## config.mk

```make
export PLATFORM = sky130hd
export DESIGN_NAME = wdt_pm_top
export DESIGN_NICKNAME = d
export VERILOG_FILES = /design/src/core/wdt_pm_pkg.sv /design/src/core/wdt_pm_top.sv /design/src/core/pm_ram.sv
export VERILOG_INCLUDE_DIRS = /design/src /design/src/core
export SDC_FILE = /design/constraint.sdc
export NUM_CORES = 1
export LEC_CHECK = 0
export BUFFER_PORTS_ARGS = -buffer_cell sky130_fd_sc_hd__buf_2
export CAP_MARGIN = 20
export CORE_MARGIN = 3
export CORE_UTILIZATION = 63
export DETAILED_ROUTE_END_ITERATION = 10
export GPL_ROUTABILITY_DRIVEN = 0
export HOLD_SLACK_MARGIN = 0.05
export PLACE_DENSITY = 0.88
export SYNTH_ARGS = -nofsm -noshare
export SYNTH_HDL_FRONTEND = slang
export SYNTH_HIERARCHICAL = 1
export SYNTH_SLANG_ARGS = --single-unit
```

## constraint.sdc

```tcl
create_clock -name aclk -period 7.8 [get_ports aclk]
set_input_delay 0 -clock aclk [delete_from_list [all_inputs] [get_ports aclk]]
set_output_delay 0 -clock aclk [all_outputs]
set_load 0.05 [all_outputs]
```

## src/core/wdt_pm_defines.svh

```systemverilog
`ifndef WDT_PM_DEFINES_SVH
`define WDT_PM_DEFINES_SVH

// Register byte addresses
`define ADDR_CTRL     8'h00
`define ADDR_SERVICE  8'h04
`define ADDR_PCON     8'h08
`define ADDR_STATUS   8'h0C
`define ADDR_MASK     8'h10
`define ADDR_COUNT    8'h14
`define ADDR_PORTS    8'h18
`define ADDR_STATE    8'h1C
`define RAM_BASE_HI   2'h1

// Field positions
`define PC_IDLE       0
`define PC_PDN        1
`define PC_WEN        2
`define ST_TMO        0
`define ST_WAKE       1
`define ST_PDN        2
`define ST_IDLE       3

// Reset values and widths
`define SEL_RST       3'h0
`define SEL_MAX       3'h6
`define MASK_RST      4'h0
`define PORT_RST      8'hFF
`define WDT_W         20
`define WDT_BASE_LOG2 14

// One machine cycle spans twelve clocks
`define MC_CLKS       4'hC

`define RESP_OKAY     2'h0
`define RESP_SLVERR   2'h2

`endif

```

## src/core/wdt_pm_pkg.sv

```systemverilog
package wdt_pm_pkg;

  typedef enum logic [1:0] {
    st_run,
    st_idle,
    st_pdown,
    st_wake
  } pm_state_t;

endpackage

```

## src/core/wdt_pm_top.sv

```systemverilog
`include "wdt_pm_defines.svh"

module wdt_pm_top #(
  parameter int WDT_BASE_LOG2 = `WDT_BASE_LOG2
) (
  input  wire logic        aclk,
  input  wire logic        aresetn,
  input  wire logic [7:0]  s_axi_awaddr,
  input  wire logic        s_axi_awvalid,
  output logic             s_axi_awready,
  input  wire logic [31:0] s_axi_wdata,
  input  wire logic [3:0]  s_axi_wstrb,
  input  wire logic        s_axi_wvalid,
  output logic             s_axi_wready,
  output logic [1:0]       s_axi_bresp,
  output logic             s_axi_bvalid,
  input  wire logic        s_axi_bready,
  input  wire logic [7:0]  s_axi_araddr,
  input  wire logic        s_axi_arvalid,
  output logic             s_axi_arready,
  output logic [31:0]      s_axi_rdata,
  output logic [1:0]       s_axi_rresp,
  output logic             s_axi_rvalid,
  input  wire logic        s_axi_rready,
  input  wire logic        ext_fetch,
  input  wire logic        core_ale,
  input  wire logic        core_pstb,
  input  wire logic [7:0]  addr_hi,
  input  wire logic        ext_int_n,
  input  wire logic        irq_pending,
  output logic             irq,
  output logic             wdt_reset,
  output logic             ale,
  output logic             program_store_strobe,
  output logic [7:0]       port0_out,
  output logic [7:0]       port0_oe,
  output logic [7:0]       port1_out,
  output logic [7:0]       port2_out,
  output logic [7:0]       port3_out
);

  wdt_pm_pkg::pm_state_t state;

  logic [2:0]          wdt_period_sel;
  logic [`WDT_W-1:0]   watchdog_counter;
  logic [3:0]          mc_cnt;
  logic                mc_tick;
  logic                idle_request_bit;
  logic                power_down_request_bit;
  logic                wake_en;
  logic                wake_arm;
  logic [3:0]          status;
  logic [3:0]          mask;
  logic [31:0]         port_latch;
  logic [7:0]          aw_addr;
  logic [31:0]         w_data;
  logic [3:0]          w_strb;
  logic [7:0]          ar_addr;
  logic                rd_pend;
  logic [7:0]          ram_q;
  logic                do_wr;
  logic                reg_rst;
  logic                counting;
  logic [3:0]          ev;
  logic [3:0]          rd_clr;
  logic                wr_pcon;
  logic                wr_ram;
  logic                rd_ram;
  logic                wr_known;
  logic                rd_known;

  function automatic logic [`WDT_W-1:0] wdt_limit(input logic [2:0] s);
    logic [4:0] sh;
    sh = 5'(WDT_BASE_LOG2) + {2'h0, (s > `SEL_MAX) ? `SEL_MAX : s};
    return `WDT_W'((21'h1 << sh) - 21'h1);
  endfunction

  // Expires on the tick that would bring the count to the period
  function automatic logic at_limit(input logic [`WDT_W-1:0] c,
                                    input logic [2:0]        s);
    return c + `WDT_W'(1) >= wdt_limit(s);
  endfunction

  function automatic logic is_ram(input logic [7:0] a);
    return a[7:6] == `RAM_BASE_HI;
  endfunction

  function automatic logic is_reg(input logic [7:0] a);
    return a[7:5] == 3'h0 && a[1:0] == 2'h0;
  endfunction

  // Hardware or watchdog reset reinitialises registers except status, never the RAM
  assign reg_rst  = !aresetn || wdt_reset;
  assign do_wr    = !s_axi_awready && !s_axi_wready && !s_axi_bvalid;
  assign wr_pcon  = do_wr && aw_addr == `ADDR_PCON && w_strb[0];
  assign wr_ram   = do_wr && is_ram(aw_addr) && w_strb[0];
  assign rd_ram   = is_ram(ar_addr);
  assign wr_known = is_reg(aw_addr) || is_ram(aw_addr);
  assign rd_known = is_reg(ar_addr) || is_ram(ar_addr);
  // Oscillator halted in power-down and wake hold
  assign counting = state == wdt_pm_pkg::st_run ||
                    state == wdt_pm_pkg::st_idle;
  assign rd_clr   = (rd_pend && ar_addr == `ADDR_STATUS) ? 4'hF : 4'h0;

  // AXI write address and data, taken in either order
  always_ff @(posedge aclk) begin
    if (!aresetn) begin
      s_axi_awready <= 1'b1;
      aw_addr       <= 8'h00;
    end else if (s_axi_awvalid && s_axi_awready) begin
      s_axi_awready <= 1'b0;
      aw_addr       <= s_axi_awaddr;
    end else if (do_wr) begin
      s_axi_awready <= 1'b1;
    end
  end

  always_ff @(posedge aclk) begin
    if (!aresetn) begin
      s_axi_wready <= 1'b1;
      w_data       <= 32'h0000_0000;
      w_strb       <= 4'h0;
    end else if (s_axi_wvalid && s_axi_wready) begin
      s_axi_wready <= 1'b0;
      w_data       <= s_axi_wdata;
      w_strb       <= s_axi_wstrb;
    end else if (do_wr) begin
      s_axi_wready <= 1'b1;
    end
  end

  always_ff @(posedge aclk) begin
    if (!aresetn) begin
      s_axi_bvalid <= 1'b0;
      s_axi_bresp  <= `RESP_OKAY;
    end else if (do_wr) begin
      s_axi_bvalid <= 1'b1;
      s_axi_bresp  <= wr_known ? `RESP_OKAY : `RESP_SLVERR;
    end else if (s_axi_bready) begin
      s_axi_bvalid <= 1'b0;
    end
  end

  // Read: one cycle to fetch, one to form the data
  always_ff @(posedge aclk) begin
    if (!aresetn) begin
      s_axi_arready <= 1'b1;
      ar_addr       <= 8'h00;
      rd_pend       <= 1'b0;
    end else begin
      rd_pend <= s_axi_arvalid && s_axi_arready;
      if (s_axi_arvalid && s_axi_arready) begin
        s_axi_arready <= 1'b0;
        ar_addr       <= s_axi_araddr;
      end else if (s_axi_rvalid && s_axi_rready) begin
        s_axi_arready <= 1'b1;
      end
    end
  end

  always_ff @(posedge aclk) begin
    if (!aresetn) begin
      s_axi_rvalid <= 1'b0;
      s_axi_rdata  <= 32'h0000_0000;
      s_axi_rresp  <= `RESP_OKAY;
    end else if (rd_pend) begin
      s_axi_rvalid <= 1'b1;
      s_axi_rresp  <= rd_known ? `RESP_OKAY : `RESP_SLVERR;
      if (rd_ram) begin
        s_axi_rdata <= {24'h0, ram_q};
      end else begin
        unique case (ar_addr)
          `ADDR_CTRL:   s_axi_rdata <= {29'h0, wdt_period_sel};
          `ADDR_PCON:   s_axi_rdata <= {29'h0, wake_en,
                                        power_down_request_bit,
                                        idle_request_bit};
          `ADDR_STATUS: s_axi_rdata <= {28'h0, status};
          `ADDR_MASK:   s_axi_rdata <= {28'h0, mask};
          `ADDR_COUNT:  s_axi_rdata <= {12'h0, watchdog_counter};
          `ADDR_PORTS:  s_axi_rdata <= port_latch;
          `ADDR_STATE:  s_axi_rdata <= {30'h0, state};
          default:      s_axi_rdata <= 32'h0000_0000;
        endcase
      end
    end else if (s_axi_rready) begin
      s_axi_rvalid <= 1'b0;
    end
  end

  // Select field; upper bits of this register read as zero
  always_ff @(posedge aclk) begin
    if (reg_rst) begin
      wdt_period_sel <= `SEL_RST;
    end else if (do_wr && aw_addr == `ADDR_CTRL && w_strb[0]) begin
      wdt_period_sel <= w_data[2:0];
    end
  end

  always_ff @(posedge aclk) begin
    if (reg_rst) begin
      mask <= `MASK_RST;
    end else if (do_wr && aw_addr == `ADDR_MASK && w_strb[0]) begin
      mask <= w_data[3:0];
    end
  end

  always_ff @(posedge aclk) begin
    if (reg_rst) begin
      port_latch <= {4{`PORT_RST}};
    end else if (do_wr && aw_addr == `ADDR_PORTS) begin
      for (int i = 0; i < 4; i++) begin
        if (w_strb[i]) begin
          port_latch[8*i +: 8] <= w_data[8*i +: 8];
        end
      end
    end
  end

  always_ff @(posedge aclk) begin
    if (reg_rst) begin
      wake_en <= 1'b0;
    end else if (wr_pcon) begin
      wake_en <= w_data[`PC_WEN];
    end
  end

  // Machine-cycle enable; stops with the oscillator
  always_ff @(posedge aclk) begin
    if (reg_rst || !counting) begin
      mc_cnt  <= 4'h0;
      mc_tick <= 1'b0;
    end else begin
      mc_tick <= mc_cnt == `MC_CLKS - 4'h1;
      mc_cnt  <= (mc_cnt == `MC_CLKS - 4'h1) ? 4'h0 : mc_cnt + 4'h1;
    end
  end

  // Watchdog count; a service write restarts it
  always_ff @(posedge aclk) begin
    if (reg_rst) begin
      watchdog_counter <= '0;
    end else if (do_wr && aw_addr == `ADDR_SERVICE) begin
      watchdog_counter <= '0;
    end else if (counting && mc_tick) begin
      if (at_limit(watchdog_counter, wdt_period_sel)) begin
        watchdog_counter <= '0;
      end else begin
        watchdog_counter <= watchdog_counter + `WDT_W'(1);
      end
    end
  end

  always_ff @(posedge aclk) begin
    if (!aresetn || wdt_reset) begin
      wdt_reset <= 1'b0;
    end else begin
      // A service landing on the expiry tick still saves the core
      wdt_reset <= counting && mc_tick &&
                   !(do_wr && aw_addr == `ADDR_SERVICE) &&
                   at_limit(watchdog_counter, wdt_period_sel);
    end
  end

  // Power mode sequencer
  always_ff @(posedge aclk) begin
    if (reg_rst) begin
      state                  <= wdt_pm_pkg::st_run;
      idle_request_bit       <= 1'b0;
      power_down_request_bit <= 1'b0;
      wake_arm               <= 1'b0;
    end else begin
      unique case (state)
        wdt_pm_pkg::st_run: begin
          if (wr_pcon) begin
            idle_request_bit       <= w_data[`PC_IDLE];
            power_down_request_bit <= w_data[`PC_PDN];
            // Power-down takes priority when both are requested
            if (w_data[`PC_PDN]) begin
              state    <= wdt_pm_pkg::st_pdown;
              wake_arm <= w_data[`PC_WEN] | wake_en;
            end else if (w_data[`PC_IDLE]) begin
              state <= wdt_pm_pkg::st_idle;
            end
          end
        end
        wdt_pm_pkg::st_idle: begin
          if (irq_pending) begin
            state            <= wdt_pm_pkg::st_run;
            idle_request_bit <= 1'b0;
          end
        end
        wdt_pm_pkg::st_pdown: begin
          if (wake_arm && !ext_int_n) begin
            state <= wdt_pm_pkg::st_wake;
          end
        end
        wdt_pm_pkg::st_wake: begin
          // Line held low while the oscillator settles
          if (ext_int_n) begin
            state                  <= wdt_pm_pkg::st_run;
            idle_request_bit       <= 1'b0;
            power_down_request_bit <= 1'b0;
          end
        end
      endcase
    end
  end

  // Sticky events; a new event beats a read clear
  always_comb begin
    ev = 4'h0;
    ev[`ST_TMO]  = wdt_reset;
    ev[`ST_WAKE] = state == wdt_pm_pkg::st_wake && ext_int_n;
    ev[`ST_PDN]  = state == wdt_pm_pkg::st_run && wr_pcon &&
                   w_data[`PC_PDN];
    ev[`ST_IDLE] = state == wdt_pm_pkg::st_idle && irq_pending;
  end

  // Kept across a watchdog reset so software can see the cause
  always_ff @(posedge aclk) begin
    if (!aresetn) begin
      status <= 4'h0;
    end else begin
      status <= (status & ~rd_clr) | ev;
    end
  end

  always_ff @(posedge aclk) begin
    if (!aresetn) begin
      irq <= 1'b0;
    end else begin
      irq <= |(((status & ~rd_clr) | ev) & mask);
    end
  end

  // Strobes: core values while running
  always_ff @(posedge aclk) begin
    if (!aresetn) begin
      ale                  <= 1'b1;
      program_store_strobe <= 1'b1;
    end else begin
      unique case (state)
        wdt_pm_pkg::st_run: begin
          ale                  <= core_ale;
          program_store_strobe <= core_pstb;
        end
        wdt_pm_pkg::st_idle: begin
          ale                  <= 1'b1;
          program_store_strobe <= 1'b1;
        end
        wdt_pm_pkg::st_pdown, wdt_pm_pkg::st_wake: begin
          ale                  <= 1'b0;
          program_store_strobe <= 1'b0;
        end
      endcase
    end
  end

  // Port 0 is open-drain: drives zeros, floats ones
  always_ff @(posedge aclk) begin
    if (!aresetn) begin
      port0_out <= 8'h00;
      port0_oe  <= 8'h00;
      port1_out <= `PORT_RST;
      port2_out <= `PORT_RST;
      port3_out <= `PORT_RST;
    end else begin
      port0_out <= 8'h00;
      port0_oe  <= (ext_fetch && state != wdt_pm_pkg::st_run) ?
                   8'h00 : ~port_latch[7:0];
      port1_out <= port_latch[15:8];
      port3_out <= port_latch[31:24];
      port2_out <= (ext_fetch && state == wdt_pm_pkg::st_idle) ?
                   addr_hi : port_latch[23:16];
    end
  end

  pm_ram pm_ram_inst (
    .aclk  (aclk),
    .we    (wr_ram),
    .waddr (aw_addr[5:2]),
    .wdata (w_data[7:0]),
    .raddr (s_axi_araddr[5:2]),
    .rdata (ram_q)
  );
endmodule

```

## src/core/pm_ram.sv

```systemverilog
module pm_ram (
  input  wire logic       aclk,
  input  wire logic       we,
  input  wire logic [3:0] waddr,
  input  wire logic [7:0] wdata,
  input  wire logic [3:0] raddr,
  output logic      [7:0] rdata
);

  logic [7:0] mem [16];

  // No reset: contents survive every power-down exit
  always_ff @(posedge aclk) begin
    if (we) begin
      mem[waddr] <= wdata;
    end
  end

  always_ff @(posedge aclk) begin
    rdata <= mem[raddr];
  end

endmodule

```

==> reports/metrics.cfg, run 1 <==
[status]
status = completed

[logic_synthesis]
async_reset_ff_share_pct = 0
synth_edf_count = 128
synth_top_flop_cell = dfxtp_1
yosysTopAreaCellShare_pct = 29.83
ys_warn_count = 6
synth_top_area_cell = dfxtp_1
synth-seq-cells = 338
synthDistinctLibCells = 66
synthesis.area_mm2 = 0.01409
synth_common_cells = nand2_1, dfxtp_1, edfxtp_1, nand3_1, nor2_1
synth_most_common_cell = nand2_1
synth_seq_area_share_pct = 57.11
synthCells = 1312
synthTopCellsByArea = dfxtp_1, edfxtp_1, nand2_1
synth.avg_cell_area_um2 = 10.74

[floorplan]
boundaryPins = 157
die_h_um = 155.6
row_count = 54
die_w_um = 155.6
core_area_mm2 = 0.02189
start_util_pct = 64.37
die_area_mm2 = 0.02420

[cts]
cts_tree = done
path_clk_slew_ns = 0.06
clockBufferDepth = 3
htree_levels = 2
cts_num_sinks = 338
cts_made_buffers = 34
cts-resized-gates = 0
clockRootBuffer = clkbuf_16
clk_latency_ns = 0.54

[sta]
setup_tns_ns = 0
min_period_ns = 4.286
final_max_slew_viol_count = 0
finalSetupViolCount = 0
maxClockFrequency_mhz = 233.3
rsz0062_at_grt = no
fin_skew_ns = 0.03898
relSlewSlack_pct = 29.97
worst_pin_slew_ns = 1.049
fin_crit_sh_pct = 54.95
hold_viol_final = 0

[drt]
drt-pass1-iter-count = 6
viasPerCell = 6.498
via_count = 12105
drtIter0Drc = 1601
drc_errors = 0
wirelength_mm = 43.89
wl_per_cell_um = 23.56
ant_nets = 0

[power_and_ir_drop]
peakVddDrop_mv = 0.1729
power_frac_comb_pct = 6.9
intPower_uw = 2919
pwr-share-clk_pct = 43.3
power_switching_uw = 899.1
switching_share_pct = 23.55
p_seq_share_pct = 49.8
p_leak_uw = 0.006916
finalPower_uw = 3818
powerDensity_mw_per_mm2 = 221.0

[setup_path]
critical_path_required_ns = 8.20
cp-start-kind = flop
r2r_cells = 12
r2r_slack_ns = 3.51
crit_path_start = watchdog_counter[4]
critPathCaptureType = flop
r2r_start = watchdog_counter[4]
critPathKind = flop to flop
crit_fanout = 15
crit_end = watchdog_counter[5]
reg2reg_to = watchdog_counter[5]
worst_ep_arrival_time_ns = 4.68

[finish]
multi_input_area_mm2 = 0.005532
nets = 1652
seqCellArea_mm2 = 0.008049
num-fill-cells = 1119
syn_to_final_growth_pct = 22.61
drive_gt1_share_pct = 15.19

[global_route]
grt_use_total_pct = 35.28
antenna_found_initial = 1
grt_max_degree = 68
grt_pass1_vias = 12119
overflow = 0
grt_first_pass_wirelength_mm = 66.89

[hold_path]
hold_path_class = input port to flop

[placed_design]
numPortBuffers = 146
hpwl_mm = 22.45

[flow_run]
max_cap_viol_count = 0

how the worst min path moves through the flow:
stage | startpoint | to | slack, ns | depth (start not counted)
detailed placement | addr_hi[4] | port2_out[4] | 0.22 | 3
floorplan | addr_hi[0] | port2_out[0] | 0.12 | 2
finish | ext_fetch | port2_out[4] | 0.12 | 4
global placement | addr_hi[1] | port2_out[1] | 0.21 | 3
CTS | ext_fetch | port2_out[4] | 0.06 | 4
global route | ext_fetch | port2_out[4] | 0.14 | 4
registers in the layout, summed over array words and instances, names as in the netlist, 2 cells and up:
| register | cells |
|---|---|
| port3_out | 8 |
| port0_oe | 8 |
| w_data | 32 |
| port_latch | 32 |
| ar_addr | 8 |
| w_strb | 4 |
| watchdog_counter | 20 |
| mc_cnt | 4 |
| pm_ram_inst/rdata | 8 |
| status | 4 |
| state | 2 |
| mask | 4 |
| port2_out | 8 |
| aw_addr | 8 |
| pm_ram_inst/mem | 128 |
| port1_out | 8 |
| s_axi_rdata | 32 |
| wdt_period_sel | 3 |
worst max-delay path: stages, from the launching register on:
cell and delay (ns):
dfxtp_1 0.53, and4_1 0.32, nand4_1 0.11, nor4b_1 0.61, nand3_1 0.29, xnor2_1 0.23, ha_1 0.33, nand4_1 0.15
or2_2 0.33, a2111oi_1 0.55, or4_4 0.37, nor3_1 0.07, a211o_1 0.27
power groups by stage:
stage	sequential, µW	clock (µW)	combinational (µW)
final	1900	1660	263
after detailed placement	1930	0	193
after global placement	1930	0	187
after global routing	1900	1710	277
after CTS	1900	1620	242
after floorplan	1940	0	127
final cells by class:
class	instances	share of cell area [%]
well taps	280	2.028
clock buffers	52	5.968
clock inverters	9	0.5432
diodes	3	0.04345
inverters	30	0.6518
multi-input cells	867	32.02
flip-flops and latches	338	46.59
repair buffers	284	12.16
metrics by stage:
stage	hold slack [ns]	util (%)	setup slack [ns]	area (µm²)	std cells
2_1_floorplan	0.1242	-	4.093	14130	1323
3_3_place_gp	0.2104	67.81	3.850	14840	1670
3_5_place_dp	0.2161	67.91	3.726	14870	1673
4_1_cts	0.06309	78.76	3.596	17240	1859
5_1_grt	0.1395	78.90	3.265	17270	1861
6_report	0.1172	78.92	3.514	17280	1863
cells by family after synthesis:
family	Yosys count	share of synthesized area, %
AOI/OAI and AO/OA	210	10.24
xor gates and xnor gates	26	1.616
adders and majority gates	25	2.220
buffers and inverters	118	3.996
DFF	338	57.11
muxes	43	6.269
other	2	0.05330
and+or+nand+nor	550	18.50
layout by cell type (no fill, tap or decap), types with 33 or more instances in the layout:
master           n
nor2_1          63
a22oi_1         33
a21boi_0        55
dlygate4sd3_1  125
buf_2          147
clkbuf_16       36
nand2_1        244
nand3_1         83
a21oi_1         39
edfxtp_1       128
dfxtp_1        209
nor2b_1         33
what timing repair did:
item                      CTS  global route
setup buffers               0             0
hold buffers              125             0
hold endpoints to repair   93             0
metal layers:
metal | wire (µm) | track usage (%) | share of wire [%]
met1 | 15210 | 43.39 | 35
met3 | 4653 | 6.436 | 11
met5 | 0 | 0 | 0
met2 | 21340 | 59.90 | 49
met4 | 2694 | 18.26 | 6.1
Note: power is estimated with default switching activity, not from simulation.
==> run 2: changes to the inputs <==
Settings changed: CORE_UTILIZATION 63 to 58, PLACE_DENSITY 0.88 to 0.82.
Clock period 7.8 ns to 4.24 ns, I/O delays scaled along.
==> run 2 against run 1 <==
Clock skew is 0.022 ns lower. Sequential share of layout area is 0.73 points higher. Flip-flop and latch count unchanged. Final area down 1.5%. Combinational power is 64% higher. Highest routed layer unchanged. Fmax increased by 12%. Non-clock buffer count is 34 lower. Critical path type unchanged. Global-route usage shrank 7.0 points. Clock power is 86% higher. Routed wire length shrank 15%.
==> reports/metrics.cfg, run 2 (synthesis results as in run 1) <==
[sta]
finalSetupViolCount = 0  ; unchanged
worst_pin_slew_ns = 1.087  ; was 1.049 ns
min_period_ns = 3.841  ; was 4.286 ns
hold_viol_final = 0  ; unchanged
fin_crit_sh_pct = 90.59  ; was 54.95%
setup_tns_ns = 0  ; unchanged
relSlewSlack_pct = 27.51  ; was 29.97%
final_max_slew_viol_count = 0  ; unchanged
fin_skew_ns = 0.01679  ; was 0.03898 ns
rsz0062_at_grt = no  ; unchanged
setup_ws_ns = 0.3992  ; was 3.514 ns
maxClockFrequency_mhz = 260.4  ; was 233.3 MHz

[setup_path]
cp_slowest_cell = a2111oi_1  ; was nor4b_1
r2r_slack_ns = 0.40  ; was 3.51 ns
critical-path-top-delay-family = simple AND/OR/NAND/NOR gates  ; unchanged
crit_fanout = 15  ; unchanged
path_common_cell = ha_1  ; was nand4_1
r2r_cells = 12  ; unchanged
cp.buffers_inverters = 1  ; was 0
reg2reg_to = watchdog_counter[5]  ; unchanged
critical_path_required_ns = 4.64  ; was 8.20 ns
worst_ep_arrival_time_ns = 4.24  ; was 4.68 ns
cp-start-kind = flop  ; unchanged
critPathKind = flop to flop  ; unchanged
crit_path_start = wdt_period_sel[1]  ; was watchdog_counter[4]
critPathCaptureType = flop  ; unchanged
path_cells = inv_1, ha_1, nor4b_1, xnor2_1, nor2_1, ha_1, nand4_1, or2_2, a2111oi_1, or4_4, nor3_1, a211o_1  ; was and4_1, nand4_1, nor4b_1, nand3_1, xnor2_1, ha_1, nand4_1, or2_2, a2111oi_1, or4_4, nor3_1, a211o_1
r2r_start = wdt_period_sel[1]  ; was watchdog_counter[4]
max_stage_delay_ns = 0.53  ; was 0.61 ns

[status]
status = completed  ; unchanged

[finish]
multi_input_area_mm2 = 0.005537  ; was 0.005532 mm²
nets = 1619  ; was 1652
final_cells = 1866  ; was 1863
layout_common_cells = nand2_1, dfxtp_1, buf_2, edfxtp_1, dlygate4sd3_1  ; unchanged
drive_gt1_share_pct = 15.86  ; was 15.19%
regMostFlops = pm_ram_inst/mem  ; unchanged
num-fill-cells = 1589  ; was 1119
largest_register_ffs = 128  ; unchanged
seqCellArea_mm2 = 0.008049  ; unchanged
syn_to_final_growth_pct = 20.72  ; was 22.61%
mostFrequentLayoutCell = nand2_1  ; unchanged

[power_and_ir_drop]
power_frac_comb_pct = 6.1  ; was 6.9%
finalPower_uw = 7017  ; was 3818 µW
power_switching_uw = 1578  ; was 899.1 µW
pwr-share-clk_pct = 44.0  ; was 43.3%
p_leak_uw = 0.006740  ; was 0.006916 µW
switching_share_pct = 22.49  ; was 23.55%
powerDensity_mw_per_mm2 = 412.5  ; was 221.0 mW/mm²
intPower_uw = 5439  ; was 2919 µW
peakVddDrop_mv = 0.3836  ; was 0.1729 mV
p_seq_share_pct = 49.9  ; was 49.8%

[cts]
clockBufferDepth = 3  ; unchanged
path_clk_slew_ns = 0.06  ; about the same
clk_latency_ns = 0.52  ; was 0.54 ns
clockRootBuffer = clkbuf_16  ; unchanged
cts_num_sinks = 338  ; unchanged
htree_levels = 2  ; unchanged
cts_tree = done  ; unchanged
cts_made_buffers = 35  ; was 34
cts_setup_buffers = 0  ; unchanged

[drt]
wirelength_mm = 37.29  ; was 43.89 mm
ant_nets = 0  ; unchanged
viasPerCell = 5.888  ; was 6.498
via_count = 10987  ; was 12.11k
drtIter0Drc = 1076  ; was 1601
wl_per_cell_um = 19.98  ; was 23.56 µm
drc_errors = 0  ; unchanged
drt-pass1-iter-count = 6  ; unchanged

[hold_path]
hold_path_class = input port to flop  ; unchanged
whs_path_depth = 4  ; unchanged
min_to = ar_addr[2]  ; was port2_out[4]
min_from = s_axi_araddr[2]  ; was ext_fetch

[global_route]
grt_first_pass_wirelength_mm = 58.55  ; was 66.89 mm
overflow = 0  ; unchanged
grt_max_degree = 100  ; was 68
grt_use_total_pct = 28.28  ; was 35.28%
grt_pass1_vias = 10925  ; was 12.12k
antenna_found_initial = 2  ; was 1

[floorplan]
die_area_mm2 = 0.02620  ; was 0.02420 mm²
row_count = 56  ; was 54
die_h_um = 161.9  ; was 155.6 µm
core_area_mm2 = 0.02368  ; was 0.02189 mm²
start_util_pct = 59.50  ; was 64.37%
boundaryPins = 157  ; unchanged
die_w_um = 161.9  ; was 155.6 µm

[flow_run]
max_cap_viol_count = 0  ; unchanged

[placed_design]
pre_cts_ws_ns = 0.2720  ; was 3.726 ns
hpwl_mm = 22.46  ; was 22.45 mm
numPortBuffers = 146  ; unchanged
dp.cells = 1715  ; was 1673

run 2: stage by stage:
stage	cell area, µm²	utilization [%]	hold WS, ns
floorplan	14130	-	0.1242
global placement	14940	63.08	0.2119
detailed placement	14940	63.08	0.2147
CTS	16980	71.70	0.05303
global route	17010	71.82	0.07842
finish	17010	71.82	0.05312
run 2: worst reg2reg max path: cells and delay by family, from the launching register on:
| family | cells | cell delay, ns |
|---|---|---|
| simple gates | 6 | 1.32 |
| xor+xnor | 1 | 0.16 |
| compound gates | 2 | 0.79 |
| buf+inv | 1 | 0.18 |
| flops | 1 | 0.50 |
| fa+ha+maj | 2 | 0.77 |
run 2: cell type report:
type / instances / share of cell area (%)
diodes: 2 / 0.02942
multi-input cells: 867 / 32.55
clock buffers: 50 / 5.892
clock inverters: 10 / 0.9342
repair buffers: 250 / 10.27
well taps: 319 / 2.346
inverters: 30 / 0.6620
flip-flops and latches: 338 / 47.32
run 2: power by group through the flow:
stage / clock network, µW / logic [µW] / registers, µW
after floorplan: 0 / 233 / 3560
after global placement: 0 / 339 / 3560
after detailed placement: 0 / 346 / 3570
after CTS: 3110 / 412 / 3500
after global routing: 3260 / 461 / 3510
final: 3080 / 432 / 3500
run 2: worst max-delay path by stage:
stage / cells after the start / end / slack [ns]
after floorplan: 15 / watchdog_counter[5] / 0.53
after global placement: 12 / watchdog_counter[5] / 0.43
after detailed placement: 12 / watchdog_counter[5] / 0.27
after CTS: 12 / watchdog_counter[5] / 0.24
after global routing: 12 / watchdog_counter[5] / 0.08
final: 12 / watchdog_counter[5] / 0.40
run 2: what timing repair did:
item | in CTS | in global routing
hold buffers | 88 | 0
endpoints found under the hold margin | 88 | 0
resized for setup | 0 | 1
setup endpoints to repair | 0 | 1
run 2: metal layers:
| layer | part of all wire, % | track usage (%) |
|---|---|---|
| met3 | 7.7 | 4.387 |
| met2 | 49 | 47.04 |
| met4 | 3.7 | 11.67 |
| met1 | 40 | 37.36 |
| met5 | 0 | 0 |
